File: config.mk
export PLATFORM = sky130hd
export DESIGN_NAME = adc_channel_scan_control
export DESIGN_NICKNAME = d
export VERILOG_FILES = /design/src/verilog/adc_scan_pkg.sv /design/src/verilog/adc_next_channel.sv /design/src/verilog/adc_irq_status.sv /design/src/verilog/adc_channel_scan_control.sv
export VERILOG_INCLUDE_DIRS = /design/src /design/src/verilog
export SDC_FILE = /design/constraint.sdc
export NUM_CORES = 1
export LEC_CHECK = 0
export ABC_AREA = 1
export BUFFER_PORTS_ARGS = -buffer_cell sky130_fd_sc_hd__buf_2
export CAP_MARGIN = 15
export CORE_MARGIN = 1
export CORE_UTILIZATION = 60
export DETAILED_ROUTE_END_ITERATION = 7
export PLACE_DENSITY_LB_ADDON = 0.1
export SLEW_MARGIN = 30
export SYNTH_ARGS = -nofsm -noshare
export SYNTH_HDL_FRONTEND = slang
export SYNTH_SLANG_ARGS = --single-unit
File: constraint.sdc
create_clock -name clock -period 7.9 [get_ports clock]
set_input_delay 0.79 -clock clock [delete_from_list [all_inputs] [get_ports clock]]
set_output_delay 0.79 -clock clock [all_outputs]
set_load 0.01 [all_outputs]
File: src/verilog/adc_scan_params.svh
`ifndef ADC_SCAN_PARAMS_SVH
`define ADC_SCAN_PARAMS_SVH

// Byte address width of the register bus and number of scan channels.
`define ADC_ADDR_W 18
`define ADC_NUM_CHAN 12

// Register indexes; the byte address of a register is four times its index.
`define ADC_IDX_RESULT_BASE 16'hf8d0
`define ADC_IDX_TIMING 16'hf8f0
`define ADC_IDX_CONTROL 16'hf8f1
`define ADC_IDX_SEL_LOW 16'hf8f2
`define ADC_IDX_SEL_HIGH 16'hf8f3
`define ADC_IDX_IRQ_STATUS 16'hf8f4
`define ADC_IDX_IRQ_MASK 16'hf8f5

// Field positions.
`define ADC_RUN_BIT 0
`define ADC_LOOP_BIT 0
`define ADC_SLOW_BIT 1
`define ADC_IRQ_DONE_BIT 0
`define ADC_IRQ_REFUSED_BIT 1
`define ADC_IRQ_BITS 2

// Reset value of every register of the block.
`define ADC_REG_RESET 8'h00

`endif

File: src/verilog/adc_scan_pkg.sv
package adc_scan_pkg;

	typedef enum logic [1:0] {
		ST_IDLE = 2'b00,
		ST_START = 2'b01,
		ST_WAIT = 2'b10
	} scan_state_e;

	// Request towards the analog converter.
	typedef struct packed {
		logic start;
		logic abort;
		logic slow;
		logic [3:0] channel;
	} conv_req_s;

	// Answer from the analog converter.
	typedef struct packed {
		logic done;
		logic [9:0] result;
	} conv_rsp_s;

endpackage

File: src/verilog/adc_next_channel.sv
`timescale 1ns/100ps
`default_nettype none

// Finds the lowest enabled channel, either from channel 0 upward or strictly
// above a given channel.
module adc_next_channel #(
	parameter int NCH = 12
) (
	input wire logic [NCH-1:0] mask,
	input wire logic [3:0] after_chan,
	input wire logic from_start,
	output logic found,
	output logic [3:0] chan
);

	always_comb begin
		found = 1'b0;
		chan = 4'h0;
		for (int i = NCH - 1; i >= 0; i--) begin
			if (mask[i] && (from_start || i > int'(after_chan))) begin
				found = 1'b1;
				chan = 4'(i);
			end
		end
	end

endmodule

`default_nettype wire

File: src/verilog/adc_irq_status.sv
`timescale 1ns/100ps
`default_nettype none

// Sticky event flags, cleared by writing a one, gated by a mask onto one
// level interrupt.
module adc_irq_status #(
	parameter int N = 2
) (
	input wire logic clock,
	input wire logic rst,
	input wire logic [N-1:0] event_set,
	input wire logic [N-1:0] status_clr,
	input wire logic mask_wr,
	input wire logic [N-1:0] mask_wdata,
	output logic [N-1:0] status_q,
	output logic [N-1:0] mask_q,
	output logic irq
);

	// A flag raised in the cycle it is cleared stays set.
	always_ff @(posedge clock) begin
		if (rst) begin
			status_q <= '0;
		end else begin
			status_q <= (status_q & ~status_clr) | event_set;
		end
	end

	always_ff @(posedge clock) begin
		if (rst) begin
			mask_q <= '0;
		end else if (mask_wr) begin
			mask_q <= mask_wdata;
		end
	end

	assign irq = |(status_q & mask_q);

endmodule

`default_nettype wire

File: src/verilog/adc_channel_scan_control.sv
`timescale 1ns/100ps
`default_nettype none
`include "adc_scan_params.svh"

// Summary of operation
// - Run bit one starts scan, zero stops.
// - Single mode clears run after last channel.
// - Start with no channel enabled is ignored.
// - Low select register enables channels 0-7.
// - High select enables channels 8-11; rest zero.
// - Channels convert lowest number first, ascending.
// - Control resets to zero; upper bits zero.
// - Both select registers reset to zero.
// - Loop mode restarts scan after last channel while any channel is enabled.
// - Last channel completion raises scan done event.
// - Selection captured at start held until done.
// - Results split high eight, low two bits.
module adc_channel_scan_control
	import adc_scan_pkg::*;
#(
	parameter int ADDR_W = `ADC_ADDR_W
) (
	input wire logic clock,
	input wire logic rst,
	input wire logic [ADDR_W-1:0] address,
	input wire logic read,
	input wire logic write,
	input wire logic [31:0] writedata,
	input wire logic [3:0] byteenable,
	output logic [31:0] readdata,
	output logic waitrequest,
	output conv_req_s conv_req,
	input wire conv_rsp_s conv_rsp,
	output logic scan_done_irq
);

	localparam int NCH = `ADC_NUM_CHAN;
	localparam logic [15:0] RES_BASE = `ADC_IDX_RESULT_BASE;
	localparam logic [15:0] RES_END = RES_BASE + 16'(2 * NCH);

	logic [15:0] idx;
	logic [7:0] wd;
	logic wr_byte;
	logic wr_timing;
	logic wr_ctrl;
	logic wr_sel_low;
	logic wr_sel_high;
	logic wr_irq_status;
	logic wr_irq_mask;

	logic loop_select_q;
	logic slow_timing_q;
	logic scan_run_q;
	logic [7:0] sel_low_q;
	logic [3:0] sel_high_q;
	logic [NCH-1:0] live_mask;
	logic [NCH-1:0] scan_mask_q;
	logic [3:0] cur_chan_q;
	scan_state_e state_q;
	logic abort_q;
	logic [9:0] results_q [NCH];

	logic first_found;
	logic [3:0] first_chan;
	logic next_found;
	logic [3:0] next_chan;

	logic conv_ok;
	logic scan_end;
	logic start_req;
	logic stop_req;
	logic refused;
	logic restart;

	logic [`ADC_IRQ_BITS-1:0] irq_events;
	logic [`ADC_IRQ_BITS-1:0] irq_clr;
	logic [`ADC_IRQ_BITS-1:0] irq_status_q;
	logic [`ADC_IRQ_BITS-1:0] irq_mask_q;

	logic rd_valid_q;
	logic [31:0] readdata_q;
	logic [7:0] rd_byte;
	logic [15:0] res_off;
	logic [9:0] res_word;

	// Bus decode: data lives in byte lane 0 of each word.
	assign idx = 16'(address[ADDR_W-1:2]);
	assign wd = writedata[7:0];
	assign wr_byte = write && byteenable[0];
	assign wr_timing = wr_byte && (idx == `ADC_IDX_TIMING);
	assign wr_ctrl = wr_byte && (idx == `ADC_IDX_CONTROL);
	assign wr_sel_low = wr_byte && (idx == `ADC_IDX_SEL_LOW);
	assign wr_sel_high = wr_byte && (idx == `ADC_IDX_SEL_HIGH);
	assign wr_irq_status = wr_byte && (idx == `ADC_IDX_IRQ_STATUS);
	assign wr_irq_mask = wr_byte && (idx == `ADC_IDX_IRQ_MASK);

	always_ff @(posedge clock) begin
		if (rst) begin
			loop_select_q <= 1'b0;
			slow_timing_q <= 1'b0;
		end else if (wr_timing) begin
			loop_select_q <= wd[`ADC_LOOP_BIT];
			slow_timing_q <= wd[`ADC_SLOW_BIT];
		end
	end

	always_ff @(posedge clock) begin
		if (rst) begin
			sel_low_q <= `ADC_REG_RESET;
			sel_high_q <= 4'h0;
		end else begin
			if (wr_sel_low) begin
				sel_low_q <= wd;
			end
			if (wr_sel_high) begin
				sel_high_q <= wd[3:0];
			end
		end
	end

	assign live_mask = {sel_high_q, sel_low_q};

	adc_next_channel #(.NCH(NCH)) u_first (
		.mask(live_mask),
		.after_chan(4'h0),
		.from_start(1'b1),
		.found(first_found),
		.chan(first_chan)
	);

	adc_next_channel #(.NCH(NCH)) u_next (
		.mask(scan_mask_q),
		.after_chan(cur_chan_q),
		.from_start(1'b0),
		.found(next_found),
		.chan(next_chan)
	);

	assign conv_ok = conv_rsp.done && (state_q == ST_WAIT);
	assign scan_end = conv_ok && !next_found;
	assign start_req = wr_ctrl && wd[`ADC_RUN_BIT] && !scan_run_q;
	assign stop_req = wr_ctrl && !wd[`ADC_RUN_BIT];
	assign refused = start_req && !first_found;
	assign restart = scan_end && loop_select_q && first_found && !stop_req;

	// Scan sequencer. A stop write wins over a completion in the same cycle.
	always_ff @(posedge clock) begin
		if (rst) begin
			state_q <= ST_IDLE;
			scan_run_q <= 1'b0;
			scan_mask_q <= '0;
			cur_chan_q <= 4'h0;
			abort_q <= 1'b0;
		end else begin
			abort_q <= stop_req && (state_q != ST_IDLE);
			if (stop_req) begin
				scan_run_q <= 1'b0;
				state_q <= ST_IDLE;
			end else if (start_req && first_found) begin
				scan_run_q <= 1'b1;
				scan_mask_q <= live_mask;
				cur_chan_q <= first_chan;
				state_q <= ST_START;
			end else begin
				case (state_q)
					ST_IDLE: begin
						state_q <= ST_IDLE;
					end
					ST_START: begin
						state_q <= ST_WAIT;
					end
					ST_WAIT: begin
						if (conv_ok && next_found) begin
							cur_chan_q <= next_chan;
							state_q <= ST_START;
						end else if (restart) begin
							scan_mask_q <= live_mask;
							cur_chan_q <= first_chan;
							state_q <= ST_START;
						end else if (conv_ok) begin
							scan_run_q <= 1'b0;
							state_q <= ST_IDLE;
						end
					end
					default: begin
						state_q <= ST_IDLE;
					end
				endcase
			end
		end
	end

	// Only a completed conversion writes its own channel's result.
	always_ff @(posedge clock) begin
		if (rst) begin
			for (int i = 0; i < NCH; i++) begin
				results_q[i] <= 10'h000;
			end
		end else if (conv_ok) begin
			results_q[cur_chan_q] <= conv_rsp.result;
		end
	end

	assign conv_req.start = (state_q == ST_START);
	assign conv_req.abort = abort_q;
	assign conv_req.slow = slow_timing_q;
	assign conv_req.channel = cur_chan_q;

	assign irq_events[`ADC_IRQ_DONE_BIT] = scan_end;
	assign irq_events[`ADC_IRQ_REFUSED_BIT] = refused;
	assign irq_clr = wr_irq_status ? wd[`ADC_IRQ_BITS-1:0] : '0;

	adc_irq_status #(.N(`ADC_IRQ_BITS)) u_irq (
		.clock(clock),
		.rst(rst),
		.event_set(irq_events),
		.status_clr(irq_clr),
		.mask_wr(wr_irq_mask),
		.mask_wdata(wd[`ADC_IRQ_BITS-1:0]),
		.status_q(irq_status_q),
		.mask_q(irq_mask_q),
		.irq(scan_done_irq)
	);

	// Read mux; unmapped indexes and reserved bits read as zero.
	always_comb begin
		rd_byte = 8'h00;
		res_off = idx - RES_BASE;
		res_word = results_q[res_off[4:1]];
		if (idx >= RES_BASE && idx < RES_END) begin
			rd_byte = res_off[0] ? res_word[9:2] : {res_word[1:0], 6'h00};
		end else begin
			case (idx)
				`ADC_IDX_TIMING: rd_byte = {6'h00, slow_timing_q, loop_select_q};
				`ADC_IDX_CONTROL: rd_byte = {7'h00, scan_run_q};
				`ADC_IDX_SEL_LOW: rd_byte = sel_low_q;
				`ADC_IDX_SEL_HIGH: rd_byte = {4'h0, sel_high_q};
				`ADC_IDX_IRQ_STATUS: rd_byte = {6'h00, irq_status_q};
				`ADC_IDX_IRQ_MASK: rd_byte = {6'h00, irq_mask_q};
				default: rd_byte = 8'h00;
			endcase
		end
	end

	// Reads take one wait cycle so that read data come from a flip-flop.
	always_ff @(posedge clock) begin
		if (rst) begin
			rd_valid_q <= 1'b0;
			readdata_q <= 32'h0000_0000;
		end else begin
			rd_valid_q <= read && !rd_valid_q;
			if (read && !rd_valid_q) begin
				readdata_q <= {24'h00_0000, rd_byte};
			end
		end
	end

	assign readdata = readdata_q;
	assign waitrequest = read && !rd_valid_q;
endmodule

`default_nettype wire

==> summary.md, run 1 <==
| Metric | Value |
|---|---|
| P per Cell Area | `221 nW/um^2` |
| Post-Syn Area | `9750 um^2` |
| Logic pwr share | `6.1%` |
| Worst Hold Depth | `1` |
| Leak Pwr | `4.18 nW` |
| Final Setup Violations | `0` |
| Chip Height | `129 um` |
| Clk pwr share | `43.4%` |
| Initial Utilization | `61.4%` |
| Length in cells of the worst reg-to-reg path | `8` |
| Slew Viols, Final | `0` |
| Switching Share | `22.1%` |
| Core Util, Final | `67.5%` |
| PortBufs | `56` |
| WS Path Type | `reg -> reg` |
| N_diodes | `0` |
| Post-CTS Setup Bufs | `0` |
| Global-route wire length before repair | `36.9 mm` |
| Top Ports | `110` |
| Synth Area in Compound Gates | `12.7%` |
| Vias in the first global route | `6673` |
| Post-DP Area | `10000 um^2` |
| Max-cap violations | `0` |
| Final Hold Vio Count | `0` |
| Nets | `1158` |
| Total number of H-tree levels | `1` |
| VDD IR max | `0.000182 V` |
| Post-Synth XOR/XNOR Area | `0%` |
| Hpwl dp | `15.4 mm` |
| Root Driver | `clkbuf_16` |
| CTS tree | `yes` |
| Die ar. | `16800 um^2` |
| RePlAce Congestion | `0.916` |
| Worst setup SP type | `flip-flop` |
| Adder-cell share of the synthesized area | `0.385%` |
| Worst-path clk slew | `0.06 ns` |
| Rows | `46` |
| Core area | `15900 um^2` |
| Fin Hold WS | `0.419 ns` |
| Die Span X | `129 um` |
| WP data arrival | `3.19 ns` |
| Worst-Skew Late Latency | `0.51 ns` |
| Tcrit/Tclk final | `38.6%` |
| Count of different cell masters after synthesis | `45` |
| Fmax | `328 MHz` |
| Start of the worst register-to-register path | `state_q[0]` |
| Main combinational cell family by area after synthesis | `simple AND/OR/NAND/NOR gates` |
| Wire per inst | `18.2 um` |
| Setup Skew | `0.0137 ns` |
| Hold_buf cts | `0` |
| Synthesized instance count | `1064` |
| Post-synthesis mux area share | `0%` |
| Largest net degree at the start of global routing | `86` |
| PostCTS Resize Cnt | `0` |
| Setup WS pre-CTS | `4.19 ns` |
| Detailed router's first-iteration violation count | `750` |
| Final Cell Area | `10700 um^2` |
| Setup crit end | `results_q[11][3]` |
| Routed Antenna Nets | `0` |
| Synthesis-to-layout area growth | `10.0%` |
| Status | `finished clean` |
| TritonCTS Sinks | `206` |
| Simple-Gate Fraction of Synth Area | `20.7%` |
| Reg2reg setup slack | `4.85 ns` |
| Via count | `7509` |
| DR vias/cell | `5.70` |
| FF+latch count, synth | `206` |
| Worst path required time | `8.04 ns` |
| Switching power | `0.523 mW` |
| Total power | `2.37 mW` |
| GRT overflow | `0` |
| Min Tclk post-route | `3.05 ns` |
| Final WS setup | `4.85 ns` |
| Share of layout cells above drive strength 1 | `12.4%` |
| Reg area | `5730 um^2` |
| Layout Cells excl Fill | `1318` |
| Drt pass-1 iters | `6` |
| Antenna violations before repair | `0` |
| Reg power frac | `50.5%` |
| Post-synthesis sequential area ratio | `58.7%` |
| Worst hold path type | `reg -> reg` |
| Worst reg2reg endpoint | `results_q[11][3]` |
| Overall Global Routing Usage | `29.5%` |
| # fillers | `1305` |
| Slew @ Worst Pin | `0.898 ns` |
| Setup total negative slack | `0 ns` |
| Kind of end point of the critical path | `flip-flop` |
| Unrepaired setup endpoints after global routing | `false` |
| DP Cell Count | `1278` |
| Maximum fanout along the worst path | `11` |
| DRT Wirelength | `24.0 mm` |
| CP Launch Point | `state_q[0]` |
| Avg Inst Size Synth | `9.16 um^2` |
| Ys Warns | `0` |
| Residual DRC | `0` |
| Area of the multi-input gates | `3400 um^2` |
| TritonCTS Buffers | `22` |
| Internal | `1.85 mW` |
| Slew margin rel. | `40.1%` |
| Clk buf depth | `3` |
[cell usage after synthesis, drive strengths merged]
master   number  area (um^2)
o31ai         2         15.0
a31oi         2         12.5
nand2       102          413
a2111oi       1         8.76
a21oi        58          294
nor4          6         43.8
conb          1         3.75
clkbuf       50          188
dfxtp        46          921
nand4         7         73.8
inv          67          254
nand3b        3         22.5
buf          40          287
nor3         10         55.1
o22ai        24          150
edfxtp      160         4800
and3          1         6.26
o2111ai       5         43.8
ha            3         37.5
o211ai        2         15.0
o311ai        1         8.76
nor2        297         1200
nand3        38          195
o21bai        1         7.51
o21ai       135          679
clkinv        1         3.75
and2          1         6.26
[per-layer routing]
metal	vias up	track usage, %	routed length (um)
met2	318	47.2	11300
met5	-	0	0
li1	3612	-	-
met4	0	8.28	521
met3	37	4.05	1760
met1	3542	42.7	10400
[power by group through the flow]
stage | Combinational, mW | Clock, mW | Sequential [mW]
detailed placement | 0.142 | 0 | 1.22
global placement | 0.141 | 0 | 1.22
finish | 0.145 | 1.03 | 1.20
CTS | 0.143 | 1.04 | 1.20
floorplan | 0.0979 | 0 | 1.22
global route | 0.159 | 1.08 | 1.20
[kinds of logic after synthesis]
group | after synthesis
simple gates | 465
flops | 206
buf+inv | 158
fa+ha+maj | 3
other cells | 1
compound gates | 231
[how the worst min path moves through the flow]
| stage | slack (ns) | from | to |
|---|---|---|---|
| global placement | 0.41 | rd_valid_q | rd_valid_q |
| global route | 0.43 | rd_valid_q | rd_valid_q |
| CTS | 0.42 | rd_valid_q | rd_valid_q |
| finish | 0.42 | rd_valid_q | rd_valid_q |
| floorplan | 0.40 | rd_valid_q | rd_valid_q |
| detailed placement | 0.41 | rd_valid_q | rd_valid_q |
[worst max-delay path: stages (launching register included)]
cell	delay, ns
dfxtp_1	0.33
inv_1	0.08
ha_1	0.24
nand2_1	0.12
nor2_1	0.54
inv_1	0.26
nor2_1	0.26
nand2_1	0.34
nand2_1	0.52
[sequential cells by signal, indices dropped and copies added, names as in the netlist, 2 cells and up]
signal	flops
results_q	160
scan_mask_q	11
readdata	8
sel_low_q	8
cur_chan_q	4
sel_high_q	4
state_q	2
u_irq.mask_q	2
u_irq.status_q	2
[cell type report]
class | count | share of cell area [%]
Sequential cell | 206 | 53.4
Inverter | 68 | 2.40
Clock buffer | 25 | 5.44
Tap cell | 216 | 2.52
Timing Repair Buffer | 65 | 3.24
Clock inverter | 15 | 1.29
Multi-Input combinational cell | 723 | 31.7
[cells in the final DEF, fill, tap and decap left out, types with 2 or more instances in the layout]
master	n
a21oi_1	57
a31oi_1	2
buf_2	56
buf_4	9
bufinv_16	3
clkbuf_1	2
clkbuf_16	23
clkinv_1	10
clkinv_2	2
conb_1	24
dfxtp_1	46
edfxtp_1	160
ha_1	3
inv_1	57
inv_2	9
nand2_1	92
nand2_2	9
nand3_1	37
nand3b_1	3
nand4_1	5
nand4_4	2
nor2_1	284
nor2_2	4
nor2_4	8
nor3_1	8
nor4_1	3
nor4_2	3
o2111ai_1	5
o211ai_1	2
o21ai_0	119
o21ai_1	15
o22ai_1	24
o31ai_1	2
Power figures use the tool's default switching activity.
==> inputs of run 2 (changes only) <==
--- a/config.mk
+++ b/config.mk
@@ -10,7 +10,7 @@
 export BUFFER_PORTS_ARGS = -buffer_cell sky130_fd_sc_hd__buf_2
 export CAP_MARGIN = 15
 export CORE_MARGIN = 1
-export CORE_UTILIZATION = 60
+export CORE_UTILIZATION = 59
 export DETAILED_ROUTE_END_ITERATION = 7
 export PLACE_DENSITY_LB_ADDON = 0.1
 export SLEW_MARGIN = 30
==> constraint.sdc (replaced) <==
create_clock -name clock -period 3 [get_ports clock]
set_input_delay 0.3 -clock clock [delete_from_list [all_inputs] [get_ports clock]]
set_output_delay 0.3 -clock clock [all_outputs]
set_load 0.01 [all_outputs]
==> run 2 against run 1 <==
Sequential cell count stayed put. Total power grew to 2.6 times the previous value. Maximum frequency is 37% higher. Critical path depth is 1 lower. Hold slack worse by 0.40 ns. Clock power grew to 2.6 times the previous value. First-iteration DRC count is 28% higher. Combinational power grew to 2.7 times the previous value. Critical path type unchanged. Largest cell class unchanged.
==> summary.md, run 2 (synthesis gave the netlist of run 1 again) <==
| Metric | Value |
|---|---|
| WS Path Type | `reg -> reg (unchanged)` |
| Drt pass-1 iters | `5 (was 6)` |
| DRT Wirelength | `24.7 mm (was 24.0 mm)` |
| Unrepaired setup endpoints after global routing | `false (unchanged)` |
| Hpwl dp | `16.7 mm (was 15.4 mm)` |
| Slew margin rel. | `57.3% (was 40.1%)` |
| Fmax | `448 MHz (was 328 MHz)` |
| TritonCTS Sinks | `206 (unchanged)` |
| Residual DRC | `0 (unchanged)` |
| Final Hold Vio Count | `0 (unchanged)` |
| Largest reg by FF count | `results_q (unchanged)` |
| PortBufs | `56 (unchanged)` |
| Share of layout cells above drive strength 1 | `13.8% (was 12.4%)` |
| TritonCTS Buffers | `22 (unchanged)` |
| Clk pwr share | `43.2% (was 43.4%)` |
| Switching Share | `22.5% (was 22.1%)` |
| GRT overflow | `0 (unchanged)` |
| Final WS setup | `0.768 ns (was 4.85 ns)` |
| Overall Global Routing Usage | `29.9% (was 29.5%)` |
| Global-route wire length before repair | `37.8 mm (was 36.9 mm)` |
| Largest registers | `results_q (160), scan_mask_q (11) (unchanged)` |
| Setup total negative slack | `0 ns (unchanged)` |
| Top Ports | `110 (unchanged)` |
| Detailed router's first-iteration violation count | `960 (was 750)` |
| Internal | `4.84 mW (was 1.85 mW)` |
| Reg area | `5730 um^2 (unchanged)` |
| Tcrit/Tclk final | `74.4% (was 38.6%)` |
| Slew Viols, Final | `0 (unchanged)` |
| Routed Antenna Nets | `0 (unchanged)` |
| Initial Utilization | `60.9% (was 61.4%)` |
| Slew @ Worst Pin | `0.640 ns (was 0.898 ns)` |
| Largest net degree at the start of global routing | `39 (was 86)` |
| Final Setup Violations | `0 (unchanged)` |
| Setup Skew | `0.0211 ns (was 0.0137 ns)` |
| Hold_buf cts | `0 (unchanged)` |
| N_diodes | `0 (unchanged)` |
| Commonest non-fill, non-tap cell in the layout | `nor2_1 (unchanged)` |
| DR vias/cell | `5.78 (was 5.70)` |
| Switching power | `1.40 mW (was 0.523 mW)` |
| PostCTS Resize Cnt | `0 (unchanged)` |
| Min Tclk post-route | `2.23 ns (was 3.05 ns)` |
| Antenna violations before repair | `0 (unchanged)` |
| Post-CTS Setup Bufs | `0 (unchanged)` |
| Rows | `46 (unchanged)` |
| Logic pwr share | `6.3% (was 6.1%)` |
| Die ar. | `17000 um^2 (was 16800 um^2)` |
| # fillers | `1301 (was 1305)` |
| Wire per inst | `18.5 um (was 18.2 um)` |
| Root Driver | `clkbuf_16 (unchanged)` |
| Leading cell types in the layout, fill and taps excluded | `nor2_1, edfxtp_1, o21ai_0 (unchanged)` |
| Area of the multi-input gates | `3390 um^2 (was 3400 um^2)` |
| Reg power frac | `50.4% (was 50.5%)` |
| Worst-Skew Late Latency | `0.52 ns (was 0.51 ns)` |
| Die Span X | `131 um (was 129 um)` |
| Clk buf depth | `3 (unchanged)` |
| Vias in the first global route | `6986 (was 6673)` |
| CTS tree | `yes (unchanged)` |
| Leak Pwr | `4.26 nW (was 4.18 nW)` |
| Total number of H-tree levels | `1 (unchanged)` |
| Setup WS pre-CTS | `0.583 ns (was 4.19 ns)` |
| Status | `finished clean (unchanged)` |
| Kind of end point of the critical path | `flip-flop (unchanged)` |
| P per Cell Area | `575 nW/um^2 (was 221 nW/um^2)` |
| Worst hold path type | `in -> reg (was reg -> reg)` |
| WP data arrival | `2.39 ns (was 3.19 ns)` |
| Number of flip-flops in the largest register | `160 (unchanged)` |
| RePlAce Congestion | `0.935 (was 0.916)` |
| Synthesis-to-layout area growth | `11.6% (was 10.0%)` |
| VDD IR max | `0.000642 V (was 0.000182 V)` |
| Maximum fanout along the worst path | `11 (unchanged)` |
| Via count | `7734 (was 7509)` |
| Max-cap violations | `0 (unchanged)` |
| Worst setup SP type | `flip-flop (unchanged)` |
| Core area | `16000 um^2 (was 15900 um^2)` |
| Nets | `1180 (was 1158)` |
| Chip Height | `131 um (was 129 um)` |
| Worst path required time | `3.16 ns (was 8.04 ns)` |
| Worst-path clk slew | `0.06 ns (about the same)` |
==> run 2: per-stage QoR <==
stage	cell area [um^2]	cells	power [mW]	hold WS, ns	util, %
6_report	10900	1339	6.25	0.0152	68.0
5_1_grt	10900	1339	6.42	0.0121	68.0
4_1_cts	10900	1339	6.26	0.00492	68.0
3_5_place_dp	10200	1300	3.60	0.420	63.6
3_3_place_gp	10200	1300	3.59	0.406	63.6
2_1_floorplan	9830	1087	3.47	0.397	-
==> run 2: final timing paths <==
check | startpoint | endpoint | slack (ns) | cells past startpoint
setup reg to reg | state_q[0] | results_q[5][2] | 0.77 | 7
hold / removal | conv_rsp[4] | results_q[15][4] | 0.02 | 1
hold reg to reg | rd_valid_q | rd_valid_q | 0.42 | 1
setup / recovery | state_q[0] | results_q[5][2] | 0.77 | 7
==> run 2: power groups by stage <==
| stage | clock network (mW) | registers (mW) | logic, mW |
|---|---|---|---|
| floorplan | 0 | 3.21 | 0.258 |
| global placement | 0 | 3.21 | 0.383 |
| detailed placement | 0 | 3.21 | 0.389 |
| CTS | 2.72 | 3.15 | 0.392 |
| global route | 2.83 | 3.16 | 0.436 |
| finish | 2.70 | 3.15 | 0.395 |
==> run 2: layer usage <==
layer,GRT usage (%),vias to the layer above,part of all wire [%]
li1,-,3648,-
met1,43.7,3690,43
met2,45.7,349,45
met3,4.32,47,8.8
met4,10.8,0,2.9
met5,0,-,0
==> run 2: cell type report <==
class,instances,share of cell area [%]
multi-input cells,723,31.2
clock inverters,11,1.23
inverters,68,2.37
flip-flops and latches,206,52.6
clock buffers,28,5.27
well taps,216,2.49
repair buffers,87,4.83
==> run 2: worst max-delay path, cell delays in order, from the launching register on <==
cell and delay [ns]:
dfxtp_1 0.33, inv_1 0.08, ha_1 0.21, nand2_1 0.10, nor2_1 0.11, buf_4 0.17, nand3_1 0.37, nand2_1 0.51
==> inputs of run 3 (changes only) <==
==> constraint.sdc (replaced) <==
create_clock -name clock -period 2.2 [get_ports clock]
set_input_delay 0.22 -clock clock [delete_from_list [all_inputs] [get_ports clock]]
set_output_delay 0.22 -clock clock [all_outputs]
set_load 0.01 [all_outputs]
==> run 3 against run 2 <==
Sequential cell count is the same. Cell count increased by 2.9%. Global-route usage rose by 0.13 points. Clock skew is 0.0096 ns lower. Routed wire length is 2.0% higher. Die area is the same. Cell area grew 3.3%. Clock power is 34% higher. Hold slack better by 0.011 ns. Register-to-register slack got worse by 0.59 ns. Core utilization rose by 2.2 points. Critical path type unchanged. Critical endpoint is now scan_mask_q[3].
==> summary.md, run 3 (synthesis gave the netlist of run 1 again) <==
| Metric | Value |
|---|---|
| Die Span X | `131 um (unchanged)` |
| Unrepaired setup endpoints after global routing | `false (unchanged)` |
| Vias in the first global route | `7209 (was 6986)` |
| Rows | `46 (unchanged)` |
| Largest reg by FF count | `results_q (unchanged)` |
| Synthesis-to-layout area growth | `15.2% (was 11.6%)` |
| Detailed router's first-iteration violation count | `870 (was 960)` |
| Max-cap violations | `0 (unchanged)` |
| Crit path largest cell delay | `0.38 ns (was 0.51 ns)` |
| Kind of end point of the critical path | `flip-flop (unchanged)` |
| Share of layout cells above drive strength 1 | `16.3% (was 13.8%)` |
| CP delay by family, top | `simple AND/OR/NAND/NOR gates (unchanged)` |
| Worst path required time | `2.63 ns (was 3.16 ns)` |
| Nets | `1220 (was 1180)` |
| Residual DRC | `0 (unchanged)` |
| Worst-path clk slew | `0.06 ns (about the same)` |
| Fmax | `496 MHz (was 448 MHz)` |
| Chip Height | `131 um (unchanged)` |
| DRT Wirelength | `25.2 mm (was 24.7 mm)` |
| Tcrit/Tclk final | `91.7% (was 74.4%)` |
| WP data arrival | `2.45 ns (was 2.39 ns)` |
| Min Tclk post-route | `2.02 ns (was 2.23 ns)` |
| P per Cell Area | `755 nW/um^2 (was 575 nW/um^2)` |
| Worst setup SP type | `flip-flop (unchanged)` |
| Fin Hold WS | `0.0262 ns (was 0.0152 ns)` |
| Leading cell types in the layout, fill and taps excluded | `nor2_1, edfxtp_1, o21ai_0 (unchanged)` |
| Worst-Skew Late Latency | `0.50 ns (was 0.52 ns)` |
| Final Cell Area | `11200 um^2 (was 10900 um^2)` |
| WS Path Type | `reg -> reg (unchanged)` |
| CP Buf/Inv Count | `2 (unchanged)` |
| Slew Viols, Final | `0 (unchanged)` |
| TritonCTS Sinks | `206 (unchanged)` |
| Hpwl dp | `17.2 mm (was 16.7 mm)` |
| Status | `finished clean (unchanged)` |
| Setup total negative slack | `0 ns (unchanged)` |
| TritonCTS Buffers | `22 (unchanged)` |
| DR vias/cell | `5.77 (was 5.78)` |
| Post-CTS Setup Bufs | `0 (unchanged)` |
| GRT overflow | `0 (unchanged)` |
| Drt pass-1 iters | `6 (was 5)` |
| Crit-path most repeated cell | `nor2_4 (was nand2_1)` |
| PortBufs | `56 (unchanged)` |
| Core Util, Final | `70.2% (was 68.0%)` |
| Die ar. | `17000 um^2 (unchanged)` |
| Via count | `7946 (was 7734)` |
| Maximum fanout along the worst path | `18 (was 11)` |
| Routed Antenna Nets | `0 (unchanged)` |
| Overall Global Routing Usage | `30.0% (was 29.9%)` |
| Largest registers | `results_q (160), scan_mask_q (11) (unchanged)` |
| Slowest CP cell | `dfxtp_1 (was nand2_1)` |
| N_diodes | `0 (unchanged)` |
| Critical-path cell list | `buf_4 -> nor2_4 -> nand2_1 -> nand2_1 -> nand2_2 -> nor2_4 -> nand4_4 -> nor2_4 -> inv_2 -> nand2_4 -> o21ai_0 -> a21oi_1 (was inv_1 -> ha_1 -> nand2_1 -> nor2_1 -> buf_4 -> nand3_1 -> nand2_1)` |
| Post-DP Area | `10400 um^2 (was 10200 um^2)` |
| CTS tree | `yes (unchanged)` |
| Commonest non-fill, non-tap cell in the layout | `nor2_1 (unchanged)` |
| Total number of H-tree levels | `1 (unchanged)` |
| Top Ports | `110 (unchanged)` |
| Leak Pwr | `4.44 nW (was 4.26 nW)` |
| VDD IR max | `0.000652 V (was 0.000642 V)` |
| Largest net degree at the start of global routing | `65 (was 39)` |
| Antenna violations before repair | `0 (unchanged)` |
| # fillers | `1258 (was 1301)` |
| Number of flip-flops in the largest register | `160 (unchanged)` |
| Slew margin rel. | `40.1% (was 57.3%)` |
| Slew @ Worst Pin | `0.897 ns (was 0.640 ns)` |
| Clk buf depth | `3 (unchanged)` |
| Root Driver | `clkbuf_16 (unchanged)` |
| Global-route wire length before repair | `38.1 mm (was 37.8 mm)` |
| RePlAce Congestion | `0.956 (was 0.935)` |
| Setup Skew | `0.0115 ns (was 0.0211 ns)` |
| Final Setup Violations | `0 (unchanged)` |
| Wire per inst | `18.3 um (was 18.5 um)` |
| Worst hold path type | `in -> reg (unchanged)` |
| Final Hold Vio Count | `0 (unchanged)` |
| Initial Utilization | `60.9% (unchanged)` |
| Core area | `16000 um^2 (unchanged)` |
## run 3: path summary, 6_finish.rpt
check                      from        endpoint  slack, ns  cells past startpoint
hold reg to reg      rd_valid_q      rd_valid_q       0.42                      1
setup reg to reg  cur_chan_q[1]  scan_mask_q[3]       0.18                     12
hold / removal     writedata[5]    sel_low_q[5]       0.03                      3
setup / recovery  cur_chan_q[1]  scan_mask_q[3]       0.18                     12
## run 3: power by group
part	switching, mW	internal (mW)	leakage [nW]
Sequential	0.0275	4.27	1.95
Clock	1.48	2.13	0.340
Combinational	0.404	0.175	2.15
Total	1.91	6.58	4.44
## run 3: worst min-delay path, stage by stage
cell	delay (ns)
buf_2	0.07
o21ai_0	0.07
a21oi_1	0.12
## run 3: what timing repair did
item,CTS,global route
gates resized for setup,0,6
hold buffers,14,0
setup endpoints to repair,0,59
endpoints found under the hold margin,44,0
## run 3: final cells by class
class	instances	area, um^2	share of cell area (%)
clock buffer	28	594	5.29
clock inverter	10	95.1	0.847
inverter	68	258	2.30
multi-input combinational	723	3400	30.3
sequential	206	5730	51.0
tap	216	270	2.41
timing repair buffer	127	886	7.89
## run 3: metrics by stage
step / cells / worst slack (ns) / total power, mW
4_1_cts: 1378 / 0.0786 / 8.49
6_report: 1378 / 0.182 / 8.48
5_1_grt: 1378 / 0.0266 / 8.70
3_5_place_dp: 1326 / 0.128 / 4.93
3_3_place_gp: 1326 / 0.195 / 4.91
2_1_floorplan: 1087 / -0.268 / 4.73
## run 3: metal layers
layer | up-vias | wire length, um | share of wire [%] | GRT usage (%)
li1 | 3739 | - | - | -
met1 | 3770 | 10800 | 43 | 42.7
met2 | 389 | 11600 | 46 | 47.9
met3 | 48 | 2270 | 9.0 | 4.89
met4 | 0 | 545 | 2.2 | 8.25
met5 | - | 0 | 0 | 0
